`config.mk`:
```
export PLATFORM = sky130hd
export DESIGN_NAME = cfpc_top
export DESIGN_NICKNAME = d
export VERILOG_FILES = /design/src/design/cfpc_pkg.sv /design/src/design/cfpc_tmr_if.sv /design/src/design/cfpc_sync.sv /design/src/design/cfpc_timer.sv /design/src/design/cfpc_top.sv
export VERILOG_INCLUDE_DIRS = /design/src /design/src/design
export SDC_FILE = /design/constraint.sdc
export NUM_CORES = 1
export LEC_CHECK = 0
export BUFFER_PORTS_ARGS = -buffer_cell sky130_fd_sc_hd__buf_4
export CAP_MARGIN = 40
export CORE_AREA = 2 2 70 72
export DETAILED_ROUTE_END_ITERATION = 16
export DIE_AREA = 0 0 72 74
export MAX_ROUTING_LAYER = met4
export PLACE_DENSITY = 0.88
export SYNTH_ARGS = -nofsm -noshare
export SYNTH_HDL_FRONTEND = slang
export SYNTH_SLANG_ARGS = --single-unit
```
`constraint.sdc`:
```
create_clock -name CLK_SYS -period 4.67 [get_ports CLK_SYS]
set_input_delay 0.2335 -clock CLK_SYS [delete_from_list [all_inputs] [get_ports CLK_SYS]]
set_output_delay 0.2335 -clock CLK_SYS [all_outputs]
set_load 0.01 [all_outputs]
```
`src/design/cfpc_defs.svh`:
```
// Purpose: Shared constants for the configuration pin control block
// Assumes: 10 MHz system clock
// Notes:   Times kept in their own unit, cycle counts derived from them
`ifndef CFPC_DEFS_SVH
`define CFPC_DEFS_SVH

// ==========================================================
// Clock and timing
`define CFPC_CLK_PERIOD_NS 100
`define CFPC_POR_TIME_NS   100000
`define CFPC_ERR_TIME_NS   2000
// Least times round up to whole cycles
`define CFPC_POR_CYCLES    ((`CFPC_POR_TIME_NS + `CFPC_CLK_PERIOD_NS - 1) / `CFPC_CLK_PERIOD_NS)
`define CFPC_ERR_CYCLES    ((`CFPC_ERR_TIME_NS + `CFPC_CLK_PERIOD_NS - 1) / `CFPC_CLK_PERIOD_NS)
`define CFPC_TMR_W         16

// ==========================================================
// Scheme select encodings
`define CFPC_SCHEME_W      3
`define CFPC_SCHEME_AS     3'h2
`define CFPC_SCHEME_AP     3'h3

// ==========================================================
// Pin synchroniser bundle: {scheme, req_n, status, complete, chain_n}
`define CFPC_PIN_W         7
`define CFPC_PIN_RESET     7'h0D

`endif

```
`src/design/cfpc_pkg.sv`:
```
// Purpose: Types for the configuration pin control block
// Assumes: Nothing beyond the defs header
// Notes:   States are one-hot
package cfpc_pkg;

  // ==========================================================
  // Sequencer states
  typedef enum logic [7:0] {
    ST_POR   = 8'h01,
    ST_WAIT  = 8'h02,
    ST_LOAD  = 8'h04,
    ST_INITW = 8'h08,
    ST_INIT  = 8'h10,
    ST_USER  = 8'h20,
    ST_CLEAR = 8'h40,
    ST_ERROR = 8'h80
  } cfpc_state_type;

endpackage

```
`src/design/cfpc_tmr_if.sv`:
```
// Purpose: Carrier between the sequencer and its interval timer
// Assumes: One clock domain
// Notes:   start is a one-cycle pulse
`timescale 1ns/1ps
`default_nettype none
`include "cfpc_defs.svh"

interface cfpc_tmr_if;
  logic                   start;
  logic [`CFPC_TMR_W-1:0] count;
  logic                   expired;
  modport ctrl (output start, output count, input expired);
  modport tmr  (input start, input count, output expired);
endinterface

`default_nettype wire

```
`src/design/cfpc_sync.sv`:
```
// Purpose: Three-stage pin synchroniser with agreement filter
// Assumes: Inputs asynchronous to CLK_SYS
// Notes:   Output moves only when stages two and three agree
`timescale 1ns/1ps
`default_nettype none

module cfpc_sync #(
  parameter int         W         = 1,
  parameter logic [W-1:0] RESET_VAL = '0
) (
  input  wire logic         clk,   // System clock
  input  wire logic         rst,   // Sync reset
  input  wire logic [W-1:0] din,   // Raw pins
  output logic      [W-1:0] dout   // Filtered level
);
  logic [W-1:0] s1_reg;
  logic [W-1:0] s2_reg;
  logic [W-1:0] s3_reg;
  wire  [W-1:0] agree = ~(s2_reg ^ s3_reg);

  // ==========================================================
  // Chain; first stage feeds only the second
  always_ff @(posedge clk) begin
    if (rst) begin
      s1_reg <= RESET_VAL;
      s2_reg <= RESET_VAL;
      s3_reg <= RESET_VAL;
      dout   <= RESET_VAL;
    end else begin
      s1_reg <= din;
      s2_reg <= s1_reg;
      s3_reg <= s2_reg;
      dout   <= (agree & s3_reg) | (~agree & dout);
    end
  end
endmodule

`default_nettype wire

```
`src/design/cfpc_timer.sv`:
```
// Purpose: Down-counting interval timer
// Assumes: count held stable while start pulses
// Notes:   Loads RESET_COUNT at reset so the power-on interval runs at once
`timescale 1ns/1ps
`default_nettype none
`include "cfpc_defs.svh"

module cfpc_timer #(
  parameter logic [`CFPC_TMR_W-1:0] RESET_COUNT = `CFPC_TMR_W'(`CFPC_POR_CYCLES)
) (
  input  wire logic clk,  // System clock
  input  wire logic rst,  // Sync reset
  cfpc_tmr_if.tmr   t     // Control carrier
);
  logic [`CFPC_TMR_W-1:0] cnt_reg;
  wire                    zero = (cnt_reg == '0);

  // Plain zero: no state that waits on expiry can raise start, and gating
  // with start would close a loop through the sequencer's next-state logic
  assign t.expired = zero;

  // ==========================================================
  // Count down to zero and stop
  always_ff @(posedge clk) begin
    if (rst)
      cnt_reg <= RESET_COUNT;
    else if (t.start)
      cnt_reg <= t.count;
    else if (!zero)
      cnt_reg <= cnt_reg - `CFPC_TMR_W'(1);
  end
endmodule

`default_nettype wire

```
`src/design/cfpc_top.sv`:
```
// Purpose: Pin-level sequencer for loading a configuration image
// Assumes: Data path reports image received, load errors, init finished
// Notes:   Open-drain pins are split into in, out, output enable
`timescale 1ns/1ps
`default_nettype none
`include "cfpc_defs.svh"

module cfpc_top (
  input  wire logic                     CLK_SYS,            // 10 MHz clock
  input  wire logic                     RST,                // Sync reset, high
  input  wire logic [`CFPC_SCHEME_W-1:0] SCHEME_SELECT,      // Strapped scheme pins
  input  wire logic                     CONFIG_REQUEST_N,   // Reload request pin
  input  wire logic                     STATUS_IN,          // Status pin level
  output logic                          STATUS_OUT,         // Status drive value
  output logic                          STATUS_OE,          // Status pull-down on
  input  wire logic                     CONFIG_COMPLETE_IN, // Completion pin level
  output logic                          CONFIG_COMPLETE_OUT,// Completion drive value
  output logic                          CONFIG_COMPLETE_OE, // Completion pull-down on
  input  wire logic                     CHAIN_ENABLE_N,     // Chain enable input
  output logic                          CHAIN_OUT,          // Chain output value
  output logic                          CHAIN_OE,           // Chain output enable
  input  wire logic                     DUAL_PURPOSE_OPT,   // Option on: chain pin dedicated
  input  wire logic                     USER_CHAIN_VALUE,   // User level for chain pin
  output logic                          SERIAL_MEMORY_SELECT_N, // Memory or flash select
  input  wire logic                     LOAD_DONE,          // Whole image received
  input  wire logic                     LOAD_ERROR,         // Load error seen
  input  wire logic                     INIT_DONE,          // Initialization finished
  output logic                          LOAD_ENABLE,        // Data path may load
  output logic                          INIT_START,         // Init begin pulse
  output logic                          CORE_RESET,         // Core held in reset
  output logic                          USER_IO_HIZ,        // User I/O tri-stated
  output logic                          USER_MODE,          // Configured and running
  output logic [`CFPC_SCHEME_W-1:0]     SCHEME,             // Latched scheme
  output logic                          ACTIVE_SERIAL_MODE, // Latched scheme is serial
  output logic                          ACTIVE_PARALLEL_MODE // Latched scheme is parallel
);
  import cfpc_pkg::*;

  // ==========================================================
  // Pin synchronisation
  logic [`CFPC_PIN_W-1:0] pins_s;
  cfpc_sync #(
    .W         (`CFPC_PIN_W),
    .RESET_VAL (`CFPC_PIN_RESET)
  ) u_sync (
    .clk  (CLK_SYS),
    .rst  (RST),
    .din  ({SCHEME_SELECT, CONFIG_REQUEST_N, STATUS_IN, CONFIG_COMPLETE_IN, CHAIN_ENABLE_N}),
    .dout (pins_s)
  );

  wire [`CFPC_SCHEME_W-1:0] scheme_s = pins_s[6:4];
  wire                      req_s    = pins_s[3];
  wire                      stat_s   = pins_s[2];
  wire                      done_s   = pins_s[1];
  wire                      chain_s  = pins_s[0];

  // ==========================================================
  // Interval timer for power-on and error hold
  cfpc_tmr_if tmr ();
  cfpc_timer #(
    .RESET_COUNT (`CFPC_TMR_W'(`CFPC_POR_CYCLES))
  ) u_timer (
    .clk (CLK_SYS),
    .rst (RST),
    .t   (tmr)
  );

  // ==========================================================
  // Sequencer state
  cfpc_state_type           state_reg;
  cfpc_state_type           state_next;
  logic [`CFPC_SCHEME_W-1:0] scheme_reg;

  function automatic logic is_active(input logic [`CFPC_SCHEME_W-1:0] s);
    is_active = (s == `CFPC_SCHEME_AS) || (s == `CFPC_SCHEME_AP);
  endfunction

  // Start condition: request high, status released, chain enabled
  wire start_ok   = req_s & stat_s & ~chain_s;
  wire load_fault = LOAD_ERROR | ~stat_s;
  wire enter_err  = (state_next == ST_ERROR) && (state_reg != ST_ERROR);

  assign tmr.start = enter_err;
  assign tmr.count = `CFPC_TMR_W'(`CFPC_ERR_CYCLES);

  // Next state; request low wins over everything once powered up
  always_comb begin
    state_next = state_reg;
    case (state_reg)
      ST_POR: begin
        if (tmr.expired) state_next = ST_WAIT;
      end
      ST_WAIT: begin
        if (start_ok) state_next = ST_LOAD;
      end
      ST_LOAD: begin
        if (!req_s) state_next = ST_CLEAR;
        else if (load_fault) state_next = ST_ERROR;
        else if (chain_s) state_next = ST_WAIT;
        else if (LOAD_DONE) state_next = ST_INITW;
      end
      ST_INITW: begin
        if (!req_s) state_next = ST_CLEAR;
        else if (!stat_s) state_next = ST_ERROR;
        else if (done_s) state_next = ST_INIT;
      end
      ST_INIT: begin
        if (!req_s) state_next = ST_CLEAR;
        else if (!stat_s) state_next = ST_ERROR;
        else if (INIT_DONE) state_next = ST_USER;
      end
      ST_USER: begin
        // Status and completion pins are not looked at here
        if (!req_s) state_next = ST_CLEAR;
      end
      ST_CLEAR: begin
        if (req_s) state_next = ST_WAIT;
      end
      ST_ERROR: begin
        if (!req_s) state_next = ST_CLEAR;
        else if (tmr.expired) state_next = ST_WAIT;
      end
      default: state_next = ST_POR;
    endcase
  end

  // ==========================================================
  // Output decode from the next state, so registered pins track state_reg
  wire n_cfg     = (state_next == ST_WAIT) || (state_next == ST_LOAD) || (state_next == ST_CLEAR) ||
                   (state_next == ST_POR) || (state_next == ST_ERROR);
  wire n_user    = (state_next == ST_USER);
  wire [`CFPC_SCHEME_W-1:0] scheme_n = ((state_reg == ST_WAIT) && (state_next == ST_LOAD)) ?
                                       scheme_s : scheme_reg;
  wire n_stat_oe = (state_next == ST_POR) || (state_next == ST_ERROR) ||
                   (state_next == ST_CLEAR);
  wire n_done_oe = n_cfg;
  wire n_chain_oe = n_user;
  wire n_chain   = DUAL_PURPOSE_OPT ? 1'b0 : USER_CHAIN_VALUE;
  // Select only asserted while an active scheme reads its image
  wire n_sel_n   = ~((state_next == ST_LOAD) && is_active(scheme_n));
  wire n_reset   = ~n_user;

  // State and scheme registers
  always_ff @(posedge CLK_SYS) begin
    if (RST) begin
      state_reg  <= ST_POR;
      scheme_reg <= '0;
    end else begin
      state_reg  <= state_next;
      scheme_reg <= scheme_n;
    end
  end

  // Control outputs; open-drain pins only ever pull low
  always_ff @(posedge CLK_SYS) begin
    if (RST) begin
      STATUS_OE              <= 1'b1;
      CONFIG_COMPLETE_OE     <= 1'b1;
      CHAIN_OE               <= 1'b0;
      CHAIN_OUT              <= 1'b0;
      SERIAL_MEMORY_SELECT_N <= 1'b1;
      CORE_RESET             <= 1'b1;
      USER_IO_HIZ            <= 1'b1;
      USER_MODE              <= 1'b0;
    end else begin
      STATUS_OE              <= n_stat_oe;
      CONFIG_COMPLETE_OE     <= n_done_oe;
      CHAIN_OE               <= n_chain_oe;
      CHAIN_OUT              <= n_chain;
      SERIAL_MEMORY_SELECT_N <= n_sel_n;
      CORE_RESET             <= n_reset;
      USER_IO_HIZ            <= n_reset;
      USER_MODE              <= n_user;
    end
  end

  // Data path handshakes and scheme flags
  always_ff @(posedge CLK_SYS) begin
    if (RST) begin
      STATUS_OUT           <= 1'b0;
      CONFIG_COMPLETE_OUT  <= 1'b0;
      LOAD_ENABLE          <= 1'b0;
      INIT_START           <= 1'b0;
      SCHEME               <= '0;
      ACTIVE_SERIAL_MODE   <= 1'b0;
      ACTIVE_PARALLEL_MODE <= 1'b0;
    end else begin
      STATUS_OUT           <= 1'b0;
      CONFIG_COMPLETE_OUT  <= 1'b0;
      LOAD_ENABLE          <= (state_next == ST_LOAD);
      INIT_START           <= (state_next == ST_INIT) && (state_reg == ST_INITW);
      SCHEME               <= scheme_n;
      ACTIVE_SERIAL_MODE   <= (scheme_n == `CFPC_SCHEME_AS);
      ACTIVE_PARALLEL_MODE <= (scheme_n == `CFPC_SCHEME_AP);
    end
  end

  // ==========================================================
  // Assertions
  property p_por_status;
    @(posedge CLK_SYS) disable iff (RST)
    (state_reg == ST_POR) |-> STATUS_OE && CONFIG_COMPLETE_OE;
  endproperty
  a_por_status: assert property (p_por_status) else $error("status not held low in power-on");

  // Completion pulled low while waiting for and reading the image
  property p_done_hold;
    @(posedge CLK_SYS) disable iff (RST)
    (state_reg == ST_WAIT || state_reg == ST_LOAD) |-> CONFIG_COMPLETE_OE;
  endproperty
  a_done_hold: assert property (p_done_hold) else $error("completion released before image arrived");

  property p_user_drop;
    @(posedge CLK_SYS) disable iff (RST)
    (state_reg == ST_USER && !req_s) |=> (state_reg == ST_CLEAR) && CORE_RESET && USER_IO_HIZ;
  endproperty
  a_user_drop: assert property (p_user_drop) else $error("request low did not clear user mode");

  property p_restart;
    @(posedge CLK_SYS) disable iff (RST)
    (state_reg == ST_CLEAR && req_s) |=> (state_reg == ST_WAIT) && !STATUS_OE;
  endproperty
  a_restart: assert property (p_restart) else $error("request high did not restart");

  property p_load_err;
    @(posedge CLK_SYS) disable iff (RST)
    (state_reg == ST_LOAD && req_s && LOAD_ERROR) |=> STATUS_OE ##1 STATUS_OE;
  endproperty
  a_load_err: assert property (p_load_err) else $error("load error not reported on status");

  property p_ext_status;
    @(posedge CLK_SYS) disable iff (RST)
    ((state_reg == ST_INIT || state_reg == ST_INITW) && req_s && !stat_s) |=> (state_reg == ST_ERROR);
  endproperty
  a_ext_status: assert property (p_ext_status) else $error("external status low ignored in init");

  property p_user_hold;
    @(posedge CLK_SYS) disable iff (RST)
    (state_reg == ST_USER && req_s) |=> (state_reg == ST_USER) && USER_MODE;
  endproperty
  a_user_hold: assert property (p_user_hold) else $error("user mode left without request");

  property p_done_release;
    @(posedge CLK_SYS) disable iff (RST)
    (state_reg == ST_LOAD && req_s && !load_fault && !chain_s && LOAD_DONE) |=> !CONFIG_COMPLETE_OE;
  endproperty
  a_done_release: assert property (p_done_release) else $error("completion not released");

  property p_user_entry;
    @(posedge CLK_SYS) disable iff (RST)
    $rose(USER_MODE) |-> $past(state_reg, 2) == ST_INIT;
  endproperty
  a_user_entry: assert property (p_user_entry) else $error("user mode without init");

  property p_chain_gate;
    @(posedge CLK_SYS) disable iff (RST)
    (state_reg == ST_WAIT && chain_s) |=> (state_reg != ST_LOAD) && !LOAD_ENABLE;
  endproperty
  a_chain_gate: assert property (p_chain_gate) else $error("load began with chain disabled");

  property p_chain_out;
    @(posedge CLK_SYS) disable iff (RST)
    (state_reg == ST_USER && $past(DUAL_PURPOSE_OPT)) |-> CHAIN_OE && !CHAIN_OUT;
  endproperty
  a_chain_out: assert property (p_chain_out) else $error("chain output not low when configured");

  property p_select;
    @(posedge CLK_SYS) disable iff (RST)
    (state_reg == ST_LOAD && is_active(scheme_reg)) |-> !SERIAL_MEMORY_SELECT_N && LOAD_ENABLE;
  endproperty
  a_select: assert property (p_select) else $error("memory select not asserted in active load");

  property p_err_exit;
    @(posedge CLK_SYS) disable iff (RST)
    $rose(state_reg == ST_ERROR) |-> ##[1:40] (state_reg != ST_ERROR);
  endproperty
  a_err_exit: assert property (p_err_exit) else $error("error state never left");

  c_user:  cover property (@(posedge CLK_SYS) disable iff (RST) $rose(USER_MODE));
  c_error: cover property (@(posedge CLK_SYS) disable iff (RST) $rose(state_reg == ST_ERROR));
  c_clear: cover property (@(posedge CLK_SYS) disable iff (RST) state_reg == ST_USER ##1 state_reg == ST_CLEAR);

endmodule

`default_nettype wire

```
Yosys cells after proc, flatten, opt, wreduce, memory -nomap -nowiden:

Index checks and enable logic that the tools add are counted.

* reduce and logical (&&, ||, !) cells: 14
* equality and inequality tests: 19
* $add $sub $neg: 1
* bitwise gates (word level): 13
* multiplexer cells: 19

Operator list (number)
* $mux W8: 15
* $pmux W8 S8: 1
* $mux W10: 2
* $eq A8 B1 Y1 const B: 2
* $eq A8 B2 Y1 const B: 2
* $eq A8 B3 Y1 const B: 2
* $eq A8 B5 Y1 const B: 2
* $eq A8 B6 Y1 const B: 2
* $eq A8 B7 Y1 const B: 2
* $eq A8 B8 Y1 const B: 2
* $logic_not A16 Y1: 1
* $sub A16 B1 Y16 const B: 1
* $and A7 B7 Y7: 2
* $not A7 Y7: 2
* $eq A8 B4 Y1 const B: 1
* $ne A8 B8 Y1 const B: 1
* $logic_or A1 B1 Y1: 7
* $or A7 B7 Y7: 1
* $xor A7 B7 Y7: 1
* $eq A3 B2 Y1 const B: 2
* $logic_and A1 B1 Y1: 4
* $not A1 Y1: 4
* $reduce_or A2 Y1: 2
* $mux W3: 1
* other kinds (3): 4

* output and inout bits: 17
* bits in registers: 65
* word-level logic and storage cells: 84

Longest topological paths before layout:

Gate-level depths: netlist of the first run.

* depth in word-level cells: 12
* mapped depth: 9
* depth with buffers taken out: 8

Hierarchy:

From an unflattened synthesis of the first run, not the netlist that was laid out.

* cell total of the unflattened synthesis: 323
* area, all modules: 2986.6 µm²

Modules (own cells, without submodules)
* cfpc_top: area each 1214.9 µm², sequential area each 420.4 µm², cells an instance 140, times used 1
* cfpc_timer: area each 943.4 µm², sequential area each 320.3 µm², cells an instance 111, times used 1
* cfpc_sync: area each 828.3 µm², sequential area each 560.5 µm², cells an instance 72, times used 1

Least setup slack after synthesis of the first run:

Ideal clock, no wire load.

* kind: register to register
* from: reg state_reg[1]
* to: reg u_timer.cnt_reg[3]
* path buffers: 2
* data required time: 4.550 ns
* library setup time: 0.120 ns
* data arrival time: 2.202 ns
* path slack: 2.348 ns
* stages on the path, launching flop included: 9
* cells stage by stage: dfxtp_1 > buf_6 > or4_4 > or3_4 > or3_1 > a21oi_2 > buf_6 > a21oi_1 > or2_1

* longest elaborated chain between the ends: 8

RTL lines
* start: declaration: RTL line cfpc_top.sv:71 `cfpc_state_type state_reg;`
* start signal: assignment: RTL line cfpc_top.sv:150 `state_reg <= state_next;`
* $mux W8: RTL line cfpc_top.sv:101 `else if (LOAD_DONE) state_next = ST_INITW;`
* $mux W8: RTL line cfpc_top.sv:100 `else if (chain_s) state_next = ST_WAIT;`
* $mux W8: RTL line cfpc_top.sv:99 `else if (load_fault) state_next = ST_ERROR;`
* $mux W8: RTL line cfpc_top.sv:98 `if (!req_s) state_next = ST_CLEAR;`
* $pmux W8 S8: RTL line cfpc_top.sv:90 `case (state_reg)`
* $eq A8 B8 Y1: RTL line cfpc_top.sv:82 `wire enter_err = (state_next == ST_ERROR) && (state_reg != ST_ERROR);`
* $logic_and A1 B1 Y1 (*): RTL line cfpc_top.sv:82
* $ne A2 B1 Y1 (no source line) / $mux W10 (equally long branches)
* end signal: assignment: RTL line cfpc_timer.sv:28 `cnt_reg <= t.count;`
* end signal: assignment: RTL line cfpc_timer.sv:30 `` cnt_reg <= cnt_reg - `CFPC_TMR_W'(1); ``
* end: declaration: RTL line cfpc_timer.sv:15 `` logic [`CFPC_TMR_W-1:0] cnt_reg; ``

Every way passes the cells marked *; elsewhere a longest branch is shown, timed or not.
A chain may end at the register's enable or synchronous reset.

Worst setup path in the final report of the first run:

* from: reg state_reg[1]
* to: reg u_timer.cnt_reg[1]

* longest elaborated chain between the ends: 8

RTL lines (RTL line)
* $mux W8: cfpc_top.sv:101
* $mux W8: cfpc_top.sv:100
* $mux W8: cfpc_top.sv:99
* $mux W8: cfpc_top.sv:98
* $pmux W8 S8: cfpc_top.sv:90
* $eq A8 B8 Y1: cfpc_top.sv:82
* $logic_and A1 B1 Y1 (*): cfpc_top.sv:82
* $reduce_or A2 Y1 (no source line) (*)

Marks and branches as above.

==> metrics.txt, run 1 <==
met3 routed WL 348 µm; Initial Util 59.2%; kind of critical path register to register; Die ar. 5330 µm²; vias in the first global route 2,003; first-pass GRT wire length 8760 µm; postcts setup bufs 0; PwrDens 372 nW/µm²; post-route cell area 3110 µm²; Peak Freq 377 MHz; total negative setup slack 0 ps; cts bufs inserted 9; Setup Skew 10.7 ps; DP Area 2890 µm²; top_reg_cell synth dfxtp_1; vias per inst 5.83; Tcrit/Tclk final 56.9%; RSZ-0062 raised after global routing no; M1 wire length 2220 µm; cell taking the most area after synthesis dfxtp_1; Placer Congestion 1.06; highest metal used met4; Routed wire per std cell 13.6 µm; Worst path top cell family by delay simple AND/OR/NAND/NOR gates; clock tree buffer depth 2; drt total wl 5240 µm; Total GRT Usage 22.3%; First DRT Iteration DRCs 313; Synth top area share 47.8%; crit path DAT 2860 ps; pre-CTS worst setup slack 2030 ps; max_slew headroom 57.2%; top cells by area, synth dfxtp_1, nor2_1, nor2b_1; Placed Cells 368; hold_ws 52.4 ps; Worst VDD drop 0.228 mV; Area Overhead vs Synth 14.4%; Post-synth EDFFs 0; post-cts sizing count 0; met2 WL 2460 µm; max-cap viol count 0; setup violators final 0; Final #Nets 340; DP HPWL 3530 µm; number of port buffers 28; cell area after synthesis 2720 µm²; fin crit period 2660 ps; Reg clk slew, reported paths 80 ps; Buf/Inv on CP 0; DR DRC count 0; # rows 25; Worst Path Required 4880 ps; CTS Hold Bufs 0; Syn Inst Count 307; Final Hold Viols 0; Leak Pwr 0.00123 µW; CP Cell Sequence or4_4 -> or3_4 -> or3_1 -> a21oi_2 -> or2_2 -> a211oi_1; Final Max Slew Viols 0; layout cells sized above 1 19.1%; CP max-delay cell or4_4; largest net degree at the start of global routing 52; Setup WS post-layout 2010 ps; Hold WC Path Type input port to register; Ys Warns 0; critical path capture point type register; htree depth 3; flops & latches, synth 65; clock root buffer clkbuf_8; Placeable Area 4600 µm²; startpoint types register; Max stage delay on crit path 610 ps; initial antenna violation count 0; Final ANT Viol Nets 0; count leader, synth dfxtp_1; Netlist cell types 52; Clock Latency Late Sink 340 ps; FF/Latch Area 1300 µm²; Filler Cell Count 361; I/O pins 31; CTS tree done; ant diodes 0; sequential element share of the synthesized area 47.8%; asr flop ratio synth 0%; CTS sink cnt 65; DIE HEIGHT 74 µm; Die Wd 72 µm; actual slew at the worst max-slew pin 636 ps; router iterations before antenna repair 5; Post-synth top cells dfxtp_1, nor2_1, o21ai_0, nand2_1, nor2b_1; final std cells w/o fill 384; status finished, final reports clean; total global routing overflow 0; Crit Path Max Fanout 11; routed via count 2,238; multi-input gate area in the final layout 1280 µm²; syn_area_per_cell 8.86 µm²
## final timing paths
kind	start	end	slack [ps]	cells after the start
worst max-delay path	state_reg[1]$_SDFF_PP0_	u_timer.cnt_reg[1]$_SDFFE_PP0N_	2010	6
worst min-delay path	DUAL_PURPOSE_OPT	CHAIN_OUT$_SDFF_PP0_	50	2
worst max register to register	state_reg[1]$_SDFF_PP0_	u_timer.cnt_reg[1]$_SDFFE_PP0N_	2010	6
worst min register to register	u_sync.s1_reg[3]$_SDFF_PP1_	u_sync.s2_reg[3]$_SDFF_PP1_	410	1
## layout make-up
| type | instances | area share (%) |
|---|---|---|
| clock buffer | 10 | 4.42 |
| clock inverter | 6 | 2.89 |
| inverter | 7 | 0.844 |
| multi-input combinational | 214 | 41.1 |
| sequential | 65 | 41.8 |
| tap | 54 | 2.17 |
| timing repair buffer | 28 | 6.75 |
## layer usage
metal / GRT usage (%) / up-vias
li1: - / 1095
met1: 25.8 / 1004
met2: 34.4 / 117
met3: 4.74 / 22
met4: 16.4 / 0
met5: - / -
## layout by cell type (no fill, tap or decap), types with 2 or more instances in the layout
cell type   n
dfxtp_1    65
nor2_1     36
buf_4      28
o21ai_0    16
nand2_1    15
nor2b_1    15
a21oi_1    14
or2_2      12
clkbuf_8   10
nor4_1      9
xnor2_1     9
nor3_1      8
nand3_1     8
o21bai_1    8
inv_1       7
nand2b_1    7
xor2_1      7
or3_1       5
a31oi_1     4
mux2i_1     3
and3_1      3
nor4b_1     2
nand4_1     2
nand4b_1    2
and2_1      2
or4b_2      2
a211oi_1    2
conb_1      2
bufinv_16   2
## stage by stage
stage	power [µW]	utilization, %
detailed placement	640	62.8
global route	1200	67.7
finish	1160	67.7
CTS	1170	67.7
global placement	638	62.8
floorplan	624	-
## cells by family (layout without fill, tap and decap cells)
family	count (synthesis)	after routing	synth area share [%]
adders and majority gates	1	1	0.460
xor gates and xnor gates	16	16	5.15
AOI/OAI and AO/OA	56	56	12.9
DFF	65	65	47.8
and+or+nand+nor	136	136	27.2
muxes	3	3	1.10
other	1	2	0.138
buffers and inverters	29	51	5.24
## where the power goes
part,switching [µW],internal (µW)
clock network,213,317
logic,26.5,24.9
registers,9.68,568
Note: power is estimated with default switching activity, not from simulation.
==> run 2, diff against run 1 <==
--- a/config.mk
+++ b/config.mk
@@ -6,13 +6,14 @@
 export SDC_FILE = /design/constraint.sdc
 export NUM_CORES = 1
 export LEC_CHECK = 0
+export ABC_AREA = 1
 export BUFFER_PORTS_ARGS = -buffer_cell sky130_fd_sc_hd__buf_4
 export CAP_MARGIN = 40
-export CORE_AREA = 2 2 70 72
+export CORE_AREA = 2 2 80 82
 export DETAILED_ROUTE_END_ITERATION = 16
-export DIE_AREA = 0 0 72 74
+export DIE_AREA = 0 0 82 84
 export MAX_ROUTING_LAYER = met4
-export PLACE_DENSITY = 0.88
+export PLACE_DENSITY = 0.79
 export SYNTH_ARGS = -nofsm -noshare
 export SYNTH_HDL_FRONTEND = slang
 export SYNTH_SLANG_ARGS = --single-unit
==> constraint.sdc (replaced) <==
create_clock -name CLK_SYS -period 2.22 [get_ports CLK_SYS]
set_input_delay 0.111 -clock CLK_SYS [delete_from_list [all_inputs] [get_ports CLK_SYS]]
set_output_delay 0.111 -clock CLK_SYS [all_outputs]
set_load 0.01 [all_outputs]
==> run 2 against run 1 <==
Sequential cell count unchanged. Critical path depth rose by 3. Final area increased by 14%. Clock skew fell by 2.1 ps. Non-clock buffer count is 11 higher. Global-route usage down 1.3 points. Critical endpoint unchanged.
==> metrics.txt, run 2 <==
top_reg_cell synth dfxtp_1; Area Overhead vs Synth 17.5%; first-pass GRT wire length 10,900 µm (+25%); DP HPWL 4460 µm (+26%); router iterations before antenna repair 5 (unchanged); critical path depth 9 (+3); Hold Path Origin LOAD_ERROR; Final ANT Viol Nets 0 (unchanged); cts bufs inserted 9 (unchanged); fin crit period 1880 ps (-777 ps); top cells by area, synth dfxtp_1, nand2_1, nor2_1; FF/Latch Area 1300 µm² (unchanged); Tcrit/Tclk final 84.6% (+28 points); ant diodes 0 (unchanged); Final Max Slew Viols 0 (unchanged); CP Cell Sequence inv_1 -> ha_1 -> nand2_1 -> nor2_1 -> nand2_2 -> inv_1 -> nor2_1 -> a21oi_1 -> nor2_2; status finished, final reports clean; setup violators final 0 (unchanged); count leader, synth nand2_1; Die ar. 6890 µm² (+29%); Crit Path Max Fanout 13 (+2); Setup Skew 8.56 ps (-2.13 ps); Setup WS post-layout 342 ps (-1670 ps); routed via count 2,666 (+19%); startpoint types register; Reg2Reg Setup Slack 340 ps (-1670 ps); Min-Delay Endpoint state_reg[3]$_SDFF_PP0_; CTS tree done; CTS sink cnt 65 (unchanged); Post-synth top cells nand2_1, nor2_1, dfxtp_1, inv_1; Total GRT Usage 21.1% (-1.3 points); Worst VDD drop 0.372 mV (+64%); Syn Inst Count 428 (+39%); number of port buffers 28 (unchanged); Placed Cells 523 (+42%); DIE HEIGHT 84 µm (+14%); final std cells w/o fill 547 (+42%); kind of critical path register to register; critical path capture point type register; RSZ-0062 raised after global routing no; post-route cell area 3550 µm² (+14%); Peak Freq 532 MHz (+41%); Hold WC Path Type input port to register; cell taking the most area after synthesis dfxtp_1; # rows 29 (+16%); cell area after synthesis 3020 µm² (+11%); crit path DAT 2120 ps (-740 ps); Placeable Area 6100 µm² (+33%); DP Area 3280 µm² (+14%); vias in the first global route 2,544 (+27%); Initial Util 49.6% (-9.6 points); Post-synth EDFFs 0 (unchanged); syn_area_per_cell 7.06 µm² (-20%); I/O pins 31 (unchanged); Filler Cell Count 579 (+60%); clock tree buffer depth 2 (unchanged); Routed wire per std cell 11.4 µm (-17%); Synth top area share 43.1% (-4.8 points); final design utilization 58.3% (-9.5 points); Worst path top cell family by delay simple AND/OR/NAND/NOR gates; Placer Congestion 0.901 (-15%); drt total wl 6220 µm (+19%); largest net degree at the start of global routing 36 (-31%); Worst Path Required 2460 ps (-2420 ps); initial antenna violation count 0 (unchanged); asr flop ratio synth 0% (unchanged); htree depth 3 (unchanged); max-cap viol count 0 (unchanged); FF-to-FF Start u_timer.cnt_reg[0]$_SDFFE_PP0N_; PwrDens 647 nW/µm² (+74%); layout cells sized above 1 18.5% (-0.58 points); Clock Latency Late Sink 340 ps (about the same); pre-CTS worst setup slack 307 ps (-1720 ps); DR DRC count 0 (unchanged); Die Wd 82 µm (+14%); Netlist cell types 35 (-33%); total negative setup slack 0 ps (unchanged); commonest non-fill, non-tap cells in the layout nand2_1, nor2_1, dfxtp_1; Final Hold Viols 0 (unchanged); total global routing overflow 0 (unchanged); sequential element share of the synthesized area 43.1% (-4.8 points); Max stage delay on crit path 340 ps (-270 ps); CP max-delay cell dfxtp_1; Buf/Inv on CP 2 (+2); flops & latches, synth 65 (unchanged); commonest non-fill, non-tap cell in the layout nand2_1; postcts setup bufs 0 (unchanged); multi-input gate area in the final layout 1450 µm² (+13%); Reg clk slew, reported paths 70 ps (about the same); Leak Pwr 0.00168 µW (+36%); Hold Crit Depth 4 (+2); reg2reg path depth 9 (+3); Ys Warns 0 (unchanged); RR Endpoint u_timer.cnt_reg[1]$_SDFFE_PP0N_; First DRT Iteration DRCs 231 (-26%); Final #Nets 481 (+41%); vias per inst 4.87 (-16%); clock root buffer clkbuf_8
run 2: changes by cell type in the layout (fill, tap and decap cells not counted), sizes merged, moves of 4 or more:
cell,previous run,this run
inv,8,54
nand3,8,20
nor2b,15,0
a31oi,4,0
nor4,9,0
or3,6,0
o21ai,16,22
dlygate4sd3,0,9
o21bai,8,0
nand2b,7,0
nor2,36,95
or2,13,9
nand2,15,104
run 2: layer usage:
metal  GRT usage, %  part of all wire [%]  vias up
met5              -                     0        -
met4           7.88                   1.9        0
met3           7.14                   5.2       14
met2           32.8                    48       68
met1           24.9                    45     1206
li1               -                     -     1378
run 2: cell type report:
type | instances | share of cell area [%]
clock inverters | 2 | 0.352
flip-flops and latches | 65 | 36.6
inverters | 55 | 5.95
well taps | 77 | 2.71
repair buffers | 39 | 8.88
multi-input cells | 296 | 40.7
clock buffers | 13 | 4.76
run 2: worst max path at each step:
stage | from | endpoint | slack (ps)
2_1_floorplan | u_timer.cnt_reg[0]$_SDFFE_PP0N_ | u_timer.cnt_reg[0]$_SDFFE_PP0N_ | 720
3_3_place_gp | u_timer.cnt_reg[0]$_SDFFE_PP0N_ | u_timer.cnt_reg[4]$_SDFFE_PP0P_ | 370
3_5_place_dp | u_timer.cnt_reg[0]$_SDFFE_PP0N_ | u_timer.cnt_reg[2]$_SDFFE_PP0P_ | 310
4_1_cts | u_timer.cnt_reg[0]$_SDFFE_PP0N_ | u_timer.cnt_reg[2]$_SDFFE_PP0P_ | 250
5_1_grt | u_timer.cnt_reg[0]$_SDFFE_PP0N_ | u_timer.cnt_reg[2]$_SDFFE_PP0P_ | 90
6_report | u_timer.cnt_reg[0]$_SDFFE_PP0N_ | u_timer.cnt_reg[1]$_SDFFE_PP0N_ | 340
run 2: cell families (layout without fill, tap and decap cells):
| logic type | Yosys count | count (layout) | synth area share [%] |
|---|---|---|---|
| flops | 65 | 65 | 43.1 |
| simple gates | 237 | 237 | 35.4 |
| other cells | 1 | 2 | 0.124 |
| compound gates | 42 | 42 | 7.58 |
| xor+xnor | 14 | 14 | 4.06 |
| buf+inv | 68 | 109 | 9.32 |
| fa+ha+maj | 1 | 1 | 0.414 |
run 2: what timing repair did:
item | CTS | global route
hold endpoints to repair | 8 | 0
endpoints found under the setup margin | 0 | 2
hold buffers | 9 | 0
resized for setup | 0 | 1
run 2: power breakdown:
group	switching, µW	total [µW]	internal (µW)
registers	21.8	1220	1200
clock network	425	914	489
logic	87.7	163	75.1
total	534	2300	1760
run 2: stage by stage:
step / power (µW) / hold slack, ps
2_1_floorplan: 1350 / 183
3_3_place_gp: 1390 / 266
3_5_place_dp: 1390 / 271
4_1_cts: 2320 / 85.2
5_1_grt: 2390 / 112
6_report: 2300 / 89.7
run 2: worst reg2reg max path, stage by stage (launching register included):
cell	delay [ps]
dfxtp_1	340
inv_1	120
ha_1	220
nand2_1	130
nor2_1	240
nand2_2	230
inv_1	230
nor2_1	60
a21oi_1	150
nor2_2	50
